`config.mk`:
```
export PLATFORM = sky130hd
export DESIGN_NAME = ddsc_top
export DESIGN_NICKNAME = d
export VERILOG_FILES = /design/src/pkg/ddsc_pkg.sv /design/src/ddsc_sync.sv /design/src/ddsc_top.sv
export SDC_FILE = /design/constraint.sdc
export NUM_CORES = 1
export LEC_CHECK = 0
export BUFFER_PORTS_ARGS = -buffer_cell sky130_fd_sc_hd__clkbuf_2
export CAP_MARGIN = 5
export CORE_MARGIN = 2
export CORE_UTILIZATION = 50
export DETAILED_ROUTE_END_ITERATION = 7
export PLACE_DENSITY = 0.71
export SLEW_MARGIN = 25
export SYNTH_ARGS = -nofsm -noshare
export SYNTH_HDL_FRONTEND = slang
export SYNTH_SLANG_ARGS = --single-unit
```
`constraint.sdc`:
```
create_clock -name clk -period 3.25 [get_ports clk]
set_input_delay 0.325 -clock clk [delete_from_list [all_inputs] [get_ports clk]]
set_output_delay 0.325 -clock clk [all_outputs]
set_load 0.01 [all_outputs]
```
`src/pkg/ddsc_pkg.sv`:
```
// Constants and carrier types of the dual DAC serial store control block
// ============================================================================
// How it works
// - Frame begins at first high bit while selected
// - Address and data travel LSB first
// - Serial input sampled on serial clock rise
// - Deselect restores both registers, output floats
// - Output driver enabled while chip selected and not busy
// - Short deselect glitches are filtered out
// - Output bit changes on serial clock rise
// - Power-up restores registers without serial clock
// - Store drives ready/busy low until done
// - While busy, input ignored, output silent
// - Low supply keeps ready/busy high, no store
// - Held value shifts out after address bits
// - Frame is start, two address, eight data
// - Output updates on the serial clock rise of the last data bit
// - Ready for next frame two clocks later
// - Every write shifts out the held value
// - Temporary updates unlimited while selected
// - Store request honoured from the address bits until two clocks after the data; unstored data kept until deselect
// - Address 0,1 is first DAC; 1,1 second
package ddsc_pkg;

	// ========================================================================
	// Widths and codes
	localparam int          DATA_W       = 8;
	localparam logic [1:0]  SEL_FIRST    = 2'h2;   // bit0=0, bit1=1
	localparam logic [1:0]  SEL_SECOND   = 2'h3;   // bit0=1, bit1=1
	localparam logic [7:0]  EEPROM_RST   = 8'h80;  // Blank cell content

	// ========================================================================
	// Timing
	localparam int CLK_NS        = 10;
	localparam int CS_FILT_NS    = 90;
	localparam int CS_FILT_CYC   = (CS_FILT_NS + CLK_NS - 1) / CLK_NS;
	localparam int BUSY_MS       = 5;
	localparam int BUSY_CYC      = BUSY_MS * 1000000 / CLK_NS;
	localparam int HOLD_CLKS     = 2;  // Link clocks a value waits for store

	// ========================================================================
	// Frame states
	typedef enum logic [2:0] {
		DDSC_IDLE,
		DDSC_ADDR,
		DDSC_DATA,
		DDSC_GAP,
		DDSC_BUSY
	} ddsc_state_e;

	// Link pins as seen by the core
	typedef struct packed {
		logic sclk;
		logic cs;
		logic sdi;
		logic store;
	} ddsc_pins_s;

	// Per-DAC register and nonvolatile copy
	typedef struct packed {
		logic [7:0] live;
		logic [7:0] nv;
	} ddsc_dac_s;

endpackage : ddsc_pkg

```
`src/ddsc_sync.sv`:
```
// Two-stage synchroniser with glitch filter for one pin
`timescale 1ns/1ps
module ddsc_sync #(
	parameter int FILT = 1,
	parameter logic INIT = 1'b0
) (
	input  wire logic clk,
	input  wire logic sys_rst,
	input  wire logic pin,
	output logic      level
);
	import ddsc_pkg::*;

	typedef struct packed {
		logic       s1;
		logic       s2;
		logic [7:0] cnt;
		logic       level;
	} ddsc_sync_s;

	ddsc_sync_s r;
	ddsc_sync_s next_r;

	// ========================================================================
	// Filter: level follows only after FILT stable synced samples
	always_comb
	begin
		next_r    = r;
		next_r.s1 = pin;
		next_r.s2 = r.s1;
		if (r.s2 == r.level)
			next_r.cnt = 8'h00;
		else if (r.cnt >= 8'(FILT - 1))
		begin
			next_r.level = r.s2;
			next_r.cnt   = 8'h00;
		end
		else
			next_r.cnt = r.cnt + 8'h01;
	end

	always_ff @(posedge clk)
	begin
		if (sys_rst)
			r <= '{s1: INIT, s2: INIT, cnt: 8'h00, level: INIT};
		else
			r <= next_r;
	end

	assign level = r.level;

endmodule : ddsc_sync

```
`src/ddsc_top.sv`:
```
// Serial control and store sequencing of a dual 8-bit nonvolatile DAC
`timescale 1ns/1ps
module ddsc_top #(
	parameter int BUSY_CYCLES = ddsc_pkg::BUSY_CYC
) (
	input  wire logic        clk,
	input  wire logic        sys_rst,
	input  wire logic        serial_clk,
	input  wire logic        chip_sel,
	input  wire logic        serial_in,
	input  wire logic        store_request,
	input  wire logic        supply_ok,
	output logic             serial_out,
	output logic             serial_out_oe,
	output logic             store_ready_n_busy,
	output logic [7:0]       first_dac_output,
	output logic [7:0]       second_dac_output
);
	import ddsc_pkg::*;

	// ========================================================================
	// Pin synchronisers; chip select also gets the glitch filter
	ddsc_pins_s pins;

	ddsc_sync #(.FILT(1), .INIT(1'b0)) u_sclk
	(
		.clk     (clk),
		.sys_rst (sys_rst),
		.pin     (serial_clk),
		.level   (pins.sclk)
	);

	ddsc_sync #(.FILT(CS_FILT_CYC), .INIT(1'b0)) u_cs
	(
		.clk     (clk),
		.sys_rst (sys_rst),
		.pin     (chip_sel),
		.level   (pins.cs)
	);

	ddsc_sync #(.FILT(1), .INIT(1'b0)) u_sdi
	(
		.clk     (clk),
		.sys_rst (sys_rst),
		.pin     (serial_in),
		.level   (pins.sdi)
	);

	ddsc_sync #(.FILT(1), .INIT(1'b0)) u_store
	(
		.clk     (clk),
		.sys_rst (sys_rst),
		.pin     (store_request),
		.level   (pins.store)
	);

	// ========================================================================
	// Whole module state
	typedef struct packed {
		ddsc_state_e st;
		logic        sclk_d;
		logic [3:0]  bitn;
		logic [1:0]  sel;
		logic [7:0]  shin;
		logic [7:0]  shout;
		logic [1:0]  gap;
		logic        store_seen;
		logic        is_second;
		logic [31:0] busy_cnt;
		ddsc_dac_s   d0;
		ddsc_dac_s   d1;
		logic        sdo;
		logic        oe;
		logic        rdy;
		logic [7:0]  out0;
		logic [7:0]  out1;
	} ddsc_state_s;

	ddsc_state_s r;
	ddsc_state_s next_r;

	logic sclk_rise;
	logic sel_ok;

	assign sclk_rise = pins.sclk && !r.sclk_d;
	assign sel_ok    = (r.sel == SEL_FIRST) || (r.sel == SEL_SECOND);

	// ========================================================================
	// Frame sequencer, steps timed by sampled serial clock rises except the busy count on clk
	always_comb
	begin
		next_r        = r;
		next_r.sclk_d = pins.sclk;

		unique case (r.st)
			DDSC_IDLE:
			begin
				// Wait for first high bit while selected
				if (pins.cs && sclk_rise && pins.sdi)
				begin
					next_r.st         = DDSC_ADDR;
					next_r.bitn       = 4'h0;
					next_r.store_seen = 1'b0;
				end
			end
			DDSC_ADDR:
			begin
				if (pins.store)
					next_r.store_seen = 1'b1;
				if (sclk_rise)
				begin
					// Address enters LSB first
					next_r.sel  = {pins.sdi, r.sel[1]};
					next_r.bitn = r.bitn + 4'h1;
					if (r.bitn == 4'h1)
					begin
						next_r.st   = DDSC_DATA;
						next_r.bitn = 4'h0;
						// Held value is taken out of the register
						if (r.sel[1] && pins.sdi)
						begin
							next_r.is_second = 1'b1;
							next_r.shout     = r.d1.live;
						end
						else
						begin
							next_r.is_second = 1'b0;
							next_r.shout     = r.d0.live;
						end
						next_r.sdo = next_r.shout[0];
					end
				end
			end
			DDSC_DATA:
			begin
				if (pins.store)
					next_r.store_seen = 1'b1;
				if (sclk_rise)
				begin
					// Data LSB first in, held value LSB first out
					next_r.shin  = {pins.sdi, r.shin[7:1]};
					next_r.shout = {1'b0, r.shout[7:1]};
					next_r.sdo   = r.shout[1];
					next_r.bitn  = r.bitn + 4'h1;
					if (r.bitn == 4'h7)
					begin
						next_r.st  = DDSC_GAP;
						next_r.gap = 2'h0;
						// New value lands right after last data bit
						if (sel_ok)
						begin
							if (r.is_second)
								next_r.d1.live = next_r.shin;
							else
								next_r.d0.live = next_r.shin;
						end
					end
				end
			end
			DDSC_GAP:
			begin
				// Store window closes two clocks after last bit
				if (pins.store)
					next_r.store_seen = 1'b1;
				if (sclk_rise)
				begin
					next_r.gap = r.gap + 2'h1;
					if (r.gap == 2'(HOLD_CLKS - 1))
					begin
						next_r.st = DDSC_IDLE;
						if ((r.store_seen || pins.store) && sel_ok)
						begin
							next_r.st       = DDSC_BUSY;
							next_r.busy_cnt = 32'h0;
							// Busy only shows when supply is good
							next_r.rdy = !supply_ok;
						end
					end
				end
			end
			DDSC_BUSY:
			begin
				// Input ignored, output silent until done
				next_r.busy_cnt = r.busy_cnt + 32'h1;
				if (r.busy_cnt >= 32'(BUSY_CYCLES - 1))
				begin
					next_r.st  = DDSC_IDLE;
					next_r.rdy = 1'b1;
					// Program from the frame's own data, so a deselect
					// during the busy span cannot swap in the old value
					if (supply_ok)
					begin
						if (r.is_second)
							next_r.d1.nv = r.shin;
						else
							next_r.d0.nv = r.shin;
					end
				end
			end
			default:
				next_r.st = DDSC_IDLE;
		endcase

		// Output driver follows chip select, muted while busy
		next_r.oe = pins.cs && (next_r.st != DDSC_BUSY);

		// Deselect restores from nonvolatile copy; a store in
		// progress still completes since deselect leaves DDSC_BUSY in place.
		if (!pins.cs)
		begin
			next_r.d0.live = r.d0.nv;
			next_r.d1.live = r.d1.nv;
			next_r.sdo     = 1'b0;
			if (r.st != DDSC_BUSY)
				next_r.st = DDSC_IDLE;
		end

		next_r.out0 = next_r.d0.live;
		next_r.out1 = next_r.d1.live;
	end

	// ========================================================================
	// State register; reset acts as power-on restore, no serial clock
	always_ff @(posedge clk)
	begin
		if (sys_rst)
		begin
			r       <= '0;
			r.st    <= DDSC_IDLE;
			r.d0    <= '{live: EEPROM_RST, nv: EEPROM_RST};
			r.d1    <= '{live: EEPROM_RST, nv: EEPROM_RST};
			r.out0  <= EEPROM_RST;
			r.out1  <= EEPROM_RST;
			r.rdy   <= 1'b1;
		end
		else
			r <= next_r;
	end

	assign serial_out         = r.sdo;
	assign serial_out_oe      = r.oe;
	assign store_ready_n_busy = r.rdy;
	assign first_dac_output   = r.out0;
	assign second_dac_output  = r.out1;

endmodule : ddsc_top
```
==> results.yml, run 1 <==
status:
  status: "complete, no violations"
cts:
  cts.sinks: 115
  clockBufferDepth: 2
  cts_max_level: 4
  numCtsBuffers: 17
  clock_latency_ns: 0.52
  clk_pin_slew_worst_paths_ns: 0.05
  cts_setup_buffers: 0
  root_buffer: "clkbuf_8"
  holdBufCountCts: 2
  cts_resized: 0
  cts_tree: "done"
critical_path:
  endpoint: "second_dac_output[0]"
  slowest_delay_ns: 0.59
  crit_start: "r[111]"
  crit_chain: "or3b_1, or4_4, or3_1, mux2i_1, a211oi_1"
  timing.rr.end: "second_dac_output[0]"
  r2r_start: "r[111]"
  r2r_setup_slack_ns: 0.68
  startpoint_type: "register"
  slowest_stage: "or3_1"
  cp.required_ns: 3.67
  criticalPathCategory: "register to register"
  arrival_ns: 2.99
  rr_worst_depth: 5
  worstSetupEndpointType: "register"
  critPathMaxFanout: 8
timing:
  setup_tns_ns: 0
  maxSlewViolCount: 0
  finalSetupViolCount: 0
  fmaxAchievable_mhz: 389
  period_share_pct: 79.1
  relSlewSlack_pct: 48.8
  min_period_ns: 2.57
  skew_ns: 0.00835
  rsz0062_at_grt: "no"
  tightest_slew_ns: 0.769
  hold_viol: 0
cells_and_area:
  drive_gt1_share_pct: 11.9
  nFillCells: 822
  diodes: 0
  area_growth_syn_to_layout_pct: 14.8
  multiInputGateArea_um2: 2520
  design_area_um2: 5890
  layout.nets: 606
  register_area_um2: 2300
pwr:
  p_leak_nw: 2.17
  share_comb_of_total_power_pct: 1.8
  power.total_mw: 3.39
  swShare_pct: 19.7
  power.switching_uw: 667
  p_int_mw: 2.73
  irDropWorstVdd_mv: 0.559
  clock_power_share_pct: 56.1
  seqPwrFrac_pct: 42.1
  pwr_density_cell_nw_per_um2: 576
logic_synthesis:
  avgSynthCellArea_um2: 8.83
  yosysTopAreaCell: "dfxtp_1"
  synth_flop_cell: "dfxtp_1"
  synth_edf_count: 0
  synth.area.top_cells: "dfxtp_1 (45%), mux2i_1 (6.8%), a21oi_1 (4.4%)"
  yosysTopAreaCellShare_pct: 44.9
  yosysUniqueCellTypes: 51
  synth_most_common_cell: "dfxtp_1"
  synth.yosys.seq_area_share_pct: 44.9
  ys_ff_latch: 115
  post_synth_inst_count: 581
  async_reset_ff_share_pct: 0
  yosysWarnings: 0
  syn-cell-area_um2: 5130
  ys_top_cells_by_count: "dfxtp_1 (115), nor2_1 (49), a21oi_1 (45)"
global_routing:
  grt_pass1_wl_um: 18300
  antenna_found_initial: 0
  grt_remaining_overflow: 0
  grt_pass1_vias: 3930
  track_usage_pct: 20.6
  grt_max_degree: 85
route:
  vias_per_cell: 5.59
  dr.pass1.iters: 4
  met3_length_um: 422
  wl_met2_um: 5290
  drt_iter0_drc: 283
  wl_um: 10700
  antenna_left: 0
  routedWlPerCell_um: 14.5
  drc: 0
  drt-met1-wl_um: 4860
  topRoutingLayerUsed: "met4"
  via_count: 4122
floorplanning:
  die_h_um: 105
  core_um2: 9860
  io_pins: 26
  die_width_um: 105
  start_util_pct: 52.0
  rows: 36
  die_area_um2: 11100
placed_design:
  gp_congestion: 0.812
  placed_area_um2: 5270
  io_buffers: 25
  dp_hpwl_um: 6880
min_path:
  min_path_type: "primary input to register"
job:
  maxCapViolCount: 0
-- placed cells by master, fill, tap and decap left out, drive strengths merged, types with 4 or more instances in the layout --
master	netlist	layout
nor3b	7	7
nor2b	13	13
a21oi	45	45
or4	16	16
a211oi	18	18
nor3	6	6
and3	6	6
dfxtp	115	115
nor2	49	49
nand4	15	15
or3	12	12
nand3	31	31
buf	22	14
inv	13	13
xnor2	4	4
conb	1	4
o211ai	6	6
xor2	8	8
clkbuf	29	47
bufinv	0	4
mux2i	35	35
o21ai	14	14
nand2	43	43
o31ai	14	14
ha	6	6
nand2b	23	23
-- power by group through the flow --
stage	clock network, mW	registers, mW	logic, mW
after global placement	0	1.46	0.0577
after global routing	2.00	1.43	0.0675
after detailed placement	0	1.46	0.0588
after floorplan	0	1.46	0.0477
after CTS	1.94	1.43	0.0613
final	1.90	1.43	0.0609
-- final cells by class --
type                            instances  share of cell area, %
Multi-Input combinational cell        405                   42.8
Sequential cell                       115                   39.1
Clock buffer                           22                   7.68
Timing Repair Buffer                   41                   4.25
Tap cell                              133                   2.82
Clock inverter                          9                   2.61
Inverter                               13                  0.828
-- kinds of logic (layout without fill, tap and decap cells) --
group / Yosys count / in the layout / share of synthesized area [%]
xor gates and xnor gates: 12 / 12 / 2.05
adders and majority gates: 6 / 6 / 1.46
and+or+nand+nor: 235 / 235 / 24.8
DFF: 115 / 115 / 44.9
other: 1 / 4 / 0.0731
muxes: 35 / 35 / 6.83
AOI/OAI and AO/OA: 113 / 113 / 13.7
buffers and inverters: 64 / 85 / 6.27
-- flip-flops by register name (all words and copies together), names as in the netlist, 8 cells and up --
name,count
first_dac_output,8
r,76
second_dac_output,8
u_cs.r,9
-- worst min-delay path by stage --
stage                      endpoint  slack, ns  cells after the start        startpoint
finish              u_sdi.next_r[9]       0.02                      2         serial_in
global route        u_sdi.next_r[9]       0.01                      2         serial_in
CTS                 u_sdi.next_r[9]     0.0002                      2         serial_in
floorplan                 u_cs.r[9]       0.41                      1    u_cs.next_r[9]
global placement         u_sdi.r[9]       0.42                      1   u_sdi.next_r[9]
detailed placement      u_sclk.r[9]       0.42                      1  u_sclk.next_r[9]
-- critical path, delay by kind of cell (launching register included) --
family | cells | cell delay, ns
flip-flops | 1 | 0.44
AO/OA/AOI/OAI | 1 | 0.28
AND/OR/NAND/NOR | 3 | 1.55
multiplexers | 1 | 0.21
-- per-stage QoR --
step	std cells	worst slack, ns	hold WS, ns	util, %
floorplan	584	0.812	0.414	-
global placement	705	0.809	0.418	53.4
detailed placement	705	0.714	0.423	53.4
CTS	738	0.681	0.000226	59.8
global route	738	0.582	0.0138	59.8
finish	738	0.680	0.0168	59.8
-- layer usage --
metal / up-vias / global-route usage [%]
li1: 2087 / -
met1: 1944 / 24.8
met2: 78 / 34.7
met3: 13 / 5.63
met4: 0 / 8.00
met5: - / 0
Power figures use the tool's default switching activity.
==> run 2: changes to the inputs <==
clock period = 2.5 ns   (was 3.25 ns; I/O delays follow)
==> run 2 against run 1 <==
- clock-buffer cell count shrank 2
- final area rose by 1.3%
- first-iteration DRC count fell by 2.8%
- clock power increased by 22%
- die area unchanged
- critical endpoint unchanged
- largest power group unchanged
==> results.yml, run 2 (same netlist as run 1, synthesis figures left out) <==
status:
  status: "complete, no violations"
global_routing:
  track_usage_pct: 21.0
  grt_pass1_vias: 4098
  grt_max_degree: 40
  grt_remaining_overflow: 0
  antenna_found_initial: 0
  grt_pass1_wl_um: 18800
cts:
  clock_latency_ns: 0.52
  root_buffer: "clkbuf_8"
  numCtsBuffers: 17
  clk_pin_slew_worst_paths_ns: 0.06
  clockBufferDepth: 2
  cts_max_level: 4
  cts_setup_buffers: 0
  cts_tree: "done"
  cts.sinks: 115
min_path:
  hold_end: "store_ready_n_busy"
  hp-start: "supply_ok"
  hold_path_depth: 3
  min_path_type: "primary input to register"
pwr:
  pwr_density_cell_nw_per_um2: 713
  p_leak_nw: 2.22
  irDropWorstVdd_mv: 0.756
cells_and_area:
  nFillCells: 830
  largest_registers: "r: 76 flops, u_cs.r: 9 flops"
  largest_reg_flops: 76
  layout_common_cells: "dfxtp_1 (115), nor2_1 (49), a21oi_1 (45), nand2_1 (43), mux2i_1 (35)"
  area_growth_syn_to_layout_pct: 16.4
  top_register: "r"
  diodes: 0
  design_area_um2: 5970
  final_common_cell: "dfxtp_1"
  drive_gt1_share_pct: 14.1
  final_core_util_pct: 60.5
  layout.nets: 619
  instances_no_fill: 752
critical_path:
  timing.rr.end: "second_dac_output[0]"
  critPathMaxFanout: 8
  cp.required_ns: 2.93
  rr_worst_depth: 5
  arrival_ns: 2.65
  startpoint_type: "register"
  worstSetupEndpointType: "register"
  criticalPathCategory: "register to register"
  r2r_setup_slack_ns: 0.28
  crit_start: "r[111]"
  r2r_start: "r[111]"
floorplanning:
  die_h_um: 105
  start_util_pct: 52.0
  rows: 36
  die_width_um: 105
  core_um2: 9860
  die_area_um2: 11100
  io_pins: 26
timing:
  hold_viol: 0
  relSlewSlack_pct: 64.7
  maxSlewViolCount: 0
  fmaxAchievable_mhz: 451
  skew_ns: 0.00759
  rsz0062_at_grt: "no"
  tightest_slew_ns: 0.530
  setup_tns_ns: 0
  period_share_pct: 88.6
  finalSetupViolCount: 0
  min_period_ns: 2.22
route:
  vias_per_cell: 5.60
  drc: 0
  routedWlPerCell_um: 14.7
  antenna_left: 0
  wl_um: 11100
  dr.pass1.iters: 4
  via_count: 4211
  drt_iter0_drc: 275
placed_design:
  dp_hpwl_um: 7140
  gp_congestion: 0.797
  placed_area_um2: 5350
  io_buffers: 25
  placed_cells: 716
job:
  maxCapViolCount: 0
## run 2: cell count changes in the layout (fill, tap and decap cells not counted), sizes merged
cell         before  now
buf              14   25
bufinv            4    2
clkbuf           47   45
clkinv            3    5
clkinvlp          2    4
dlygate4sd3       2    4
inv              13   14
## run 2: how the worst max path moves through the flow
stage / end / slack [ns] / cells after the start
final: second_dac_output[0] / 0.28 / 5
after global routing: second_dac_output[2] / 0.17 / 5
after CTS: second_dac_output[0] / 0.1 / 5
after detailed placement: second_dac_output[0] / 0.12 / 5
after global placement: second_dac_output[6] / 0.19 / 5
after floorplan: second_dac_output[0] / 0.06 / 9
## run 2: final cells by class
class	instances	area [µm²]	area share [%]
Sequential cell	115	2300	38.6
Multi-Input combinational cell	405	2520	42.3
Clock inverter	12	131	2.20
Tap cell	133	166	2.79
Inverter	13	48.8	0.817
Timing Repair Buffer	54	353	5.91
Clock buffer	20	445	7.46
## run 2: power breakdown
part           total, mW  switching, mW  leakage [nW]  internal (mW)
clock network       2.31          0.845         0.273           1.47
registers           1.86        0.00826         0.930           1.85
logic             0.0865         0.0508          1.02         0.0356
## run 2: per-layer routing
metal / vias up / share of wire (%) / global-route usage (%)
met5: - / 0 / 0
met4: 0 / 1.4 / 8.57
met3: 16 / 4.1 / 5.88
met2: 83 / 48 / 35.5
met1: 1993 / 46 / 25.0
li1: 2119 / - / -
## run 2: through the flow
stage          hold WS [ns]  setup WS (ns)  power, mW
6_report              0.133          0.284       4.26
5_1_grt               0.148          0.173       4.39
3_3_place_gp          0.419          0.187       1.98
2_1_floorplan         0.378         0.0623       1.96
3_5_place_dp          0.422          0.116       1.98
4_1_cts               0.113         0.0952       4.30
## run 2: what timing repair did
action	4_1_cts	5_1_grt
endpoints found under the setup margin	0	3
hold endpoints to repair	4	0
resized for setup	0	1
hold buffers	4	0
## run 2: critical path, stage by stage (launching register included)
cell and delay [ns]:
dfxtp_1 0.34, or3b_1 0.38, or4_4 0.58, or3_4 0.45
mux2i_1 0.15, a211oi_1 0.24
==> run 3: changes to the inputs <==
clock period = 2.1 ns   (was 2.5 ns; I/O delays follow)
==> run 3 against run 2 <==
- clock skew grew 0.0024 ns
- core utilization grew 1.8 points
- global-route usage grew 0.55 points
- routed wire length grew 1.2%
- highest routed layer unchanged
- via count grew 2.6%
- final cell count grew 1.9%
- hold slack lost 0.057 ns
- fmax grew 6.7%
- power grew 22%
- largest power group unchanged
- die area is the same
- non-clock buffer count grew 14
- combinational power grew 25%
==> results.yml, run 3 (same netlist as run 1, synthesis figures left out) <==
status:
  status: "complete, no violations"
route:
  dr.pass1.iters: 6
  via_count: 4321
  routedWlPerCell_um: 14.6
  antenna_left: 0
  drc: 0
  wl_um: 11200
  drt_iter0_drc: 298
  vias_per_cell: 5.64
cts:
  cts_tree: "done"
  root_buffer: "clkbuf_8"
  clockBufferDepth: 2
  cts_max_level: 4
  cts_setup_buffers: 0
  clk_pin_slew_worst_paths_ns: 0.06
  numCtsBuffers: 17
  clock_latency_ns: 0.52
  cts.sinks: 115
global_routing:
  track_usage_pct: 21.5
  grt_busiest_layer: "met2"
  antenna_found_initial: 0
  grt_pass1_vias: 3984
  grt_pass1_wl_um: 19200
  met3_usage_pct: 6.00
  met2_usage_pct: 33.0
  grt_max_degree: 40
  grt_remaining_overflow: 0
  grt.met1_usage_pct: 29.2
floorplanning:
  die_area_um2: 11100
  start_util_pct: 52.0
  io_pins: 26
  die_width_um: 105
  core_um2: 9860
  rows: 36
  die_h_um: 105
pwr:
  clock_power_share_pct: 55.4
  p_int_mw: 4.15
  share_comb_of_total_power_pct: 2.1
  power.total_mw: 5.19
  power.switching_mw: 1.04
  seqPwrFrac_pct: 42.6
  swShare_pct: 20.0
  pwr_density_cell_nw_per_um2: 844
  irDropWorstVdd_mv: 0.634
  p_leak_nw: 2.33
critical_path:
  crit_chain: "or3b_4, or4_4, or3_4, mux2i_1, a211oi_1"
  arrival_ns: 2.51
  slowest_delay_ns: 0.44
  cp.required_ns: 2.53
  critPathMaxFanout: 8
  startpoint_type: "register"
  worstSetupEndpointType: "register"
  slowest_stage: "or3_4"
  criticalPathCategory: "register to register"
timing:
  min_period_ns: 2.08
  maxSlewViolCount: 0
  period_share_pct: 98.9
  hold_viol: 0
  rsz0062_at_grt: "yes"
  skew_ns: 0.00995
  setup_tns_ns: 0
  fmaxAchievable_mhz: 482
  finalSetupViolCount: 0
cells_and_area:
  drive_gt1_share_pct: 16.7
  layout_common_cells: "dfxtp_1 (113), nor2_1 (49), a21oi_1 (45), nand2_1 (43), buf_4 (36)"
  largest_reg_flops: 76
  final_common_cell: "dfxtp_1"
  design_area_um2: 6150
  final_core_util_pct: 62.4
  area_growth_syn_to_layout_pct: 19.9
  diodes: 0
  nFillCells: 812
  layout.nets: 633
  top_register: "r"
  largest_registers: "r: 76 flops, u_cs.r: 9 flops"
  instances_no_fill: 766
placed_design:
  dp_hpwl_um: 7560
  gp_congestion: 0.874
  placed_area_um2: 5490
  placed_cells: 731
  io_buffers: 25
min_path:
  min_path_type: "primary input to register"
job:
  maxCapViolCount: 0
## run 3: layer usage
layer,vias up,wire length [µm]
li1,2135,-
met1,2032,5240
met2,136,5000
met3,18,806
met4,0,162
met5,-,0
## run 3: final cells by class
class	count	area, µm²	area share, %
clock buffers	25	514	8.36
clock inverters	7	93.8	1.53
inverters	13	48.8	0.793
multi-input cells	405	2540	41.2
flip-flops and latches	115	2300	37.5
well taps	133	166	2.70
repair buffers	68	487	7.91
## run 3: power groups by stage
stage | clock (mW) | sequential [mW] | combinational [mW]
final | 2.88 | 2.21 | 0.108
after CTS | 2.91 | 2.21 | 0.108
after global routing | 3.01 | 2.21 | 0.120
after global placement | 0 | 2.26 | 0.100
after detailed placement | 0 | 2.26 | 0.101
after floorplan | 0 | 2.25 | 0.0738
## run 3: final timing paths
path                               end  cells past startpoint  slack, ns         startpoint
hold reg to reg           u_store.r[9]                      1       0.44  u_store.next_r[9]
setup / recovery  second_dac_output[5]                      5       0.02             r[112]
setup reg to reg  second_dac_output[5]                      5       0.02             r[112]
hold / removal      store_ready_n_busy                      3       0.08          supply_ok
## run 3: metrics by stage
| step | setup WS (ns) | hold WS (ns) |
|---|---|---|
| after floorplan | -0.224 | 0.338 |
| after global placement | 0.0503 | 0.420 |
| after detailed placement | -0.0460 | 0.425 |
| after CTS | -0.00546 | 0.0603 |
| after global routing | -0.0457 | 0.0885 |
| final | 0.0236 | 0.0755 |
## run 3: worst max-delay path, delay by kind of cell, from the launching register on
family / cells / cell delay (ns)
and+or+nand+nor: 3 / 1.25
DFF: 1 / 0.32
AOI/OAI and AO/OA: 1 / 0.25
muxes: 1 / 0.15
## run 3: what timing repair did
action / in CTS / in global routing
hold endpoints to repair: 4 / 0
pin swaps: 2 / 2
setup endpoints to repair: 7 / 22
resized for setup: 3 / 5
hold buffers: 4 / 0
cloned: 0 / 0
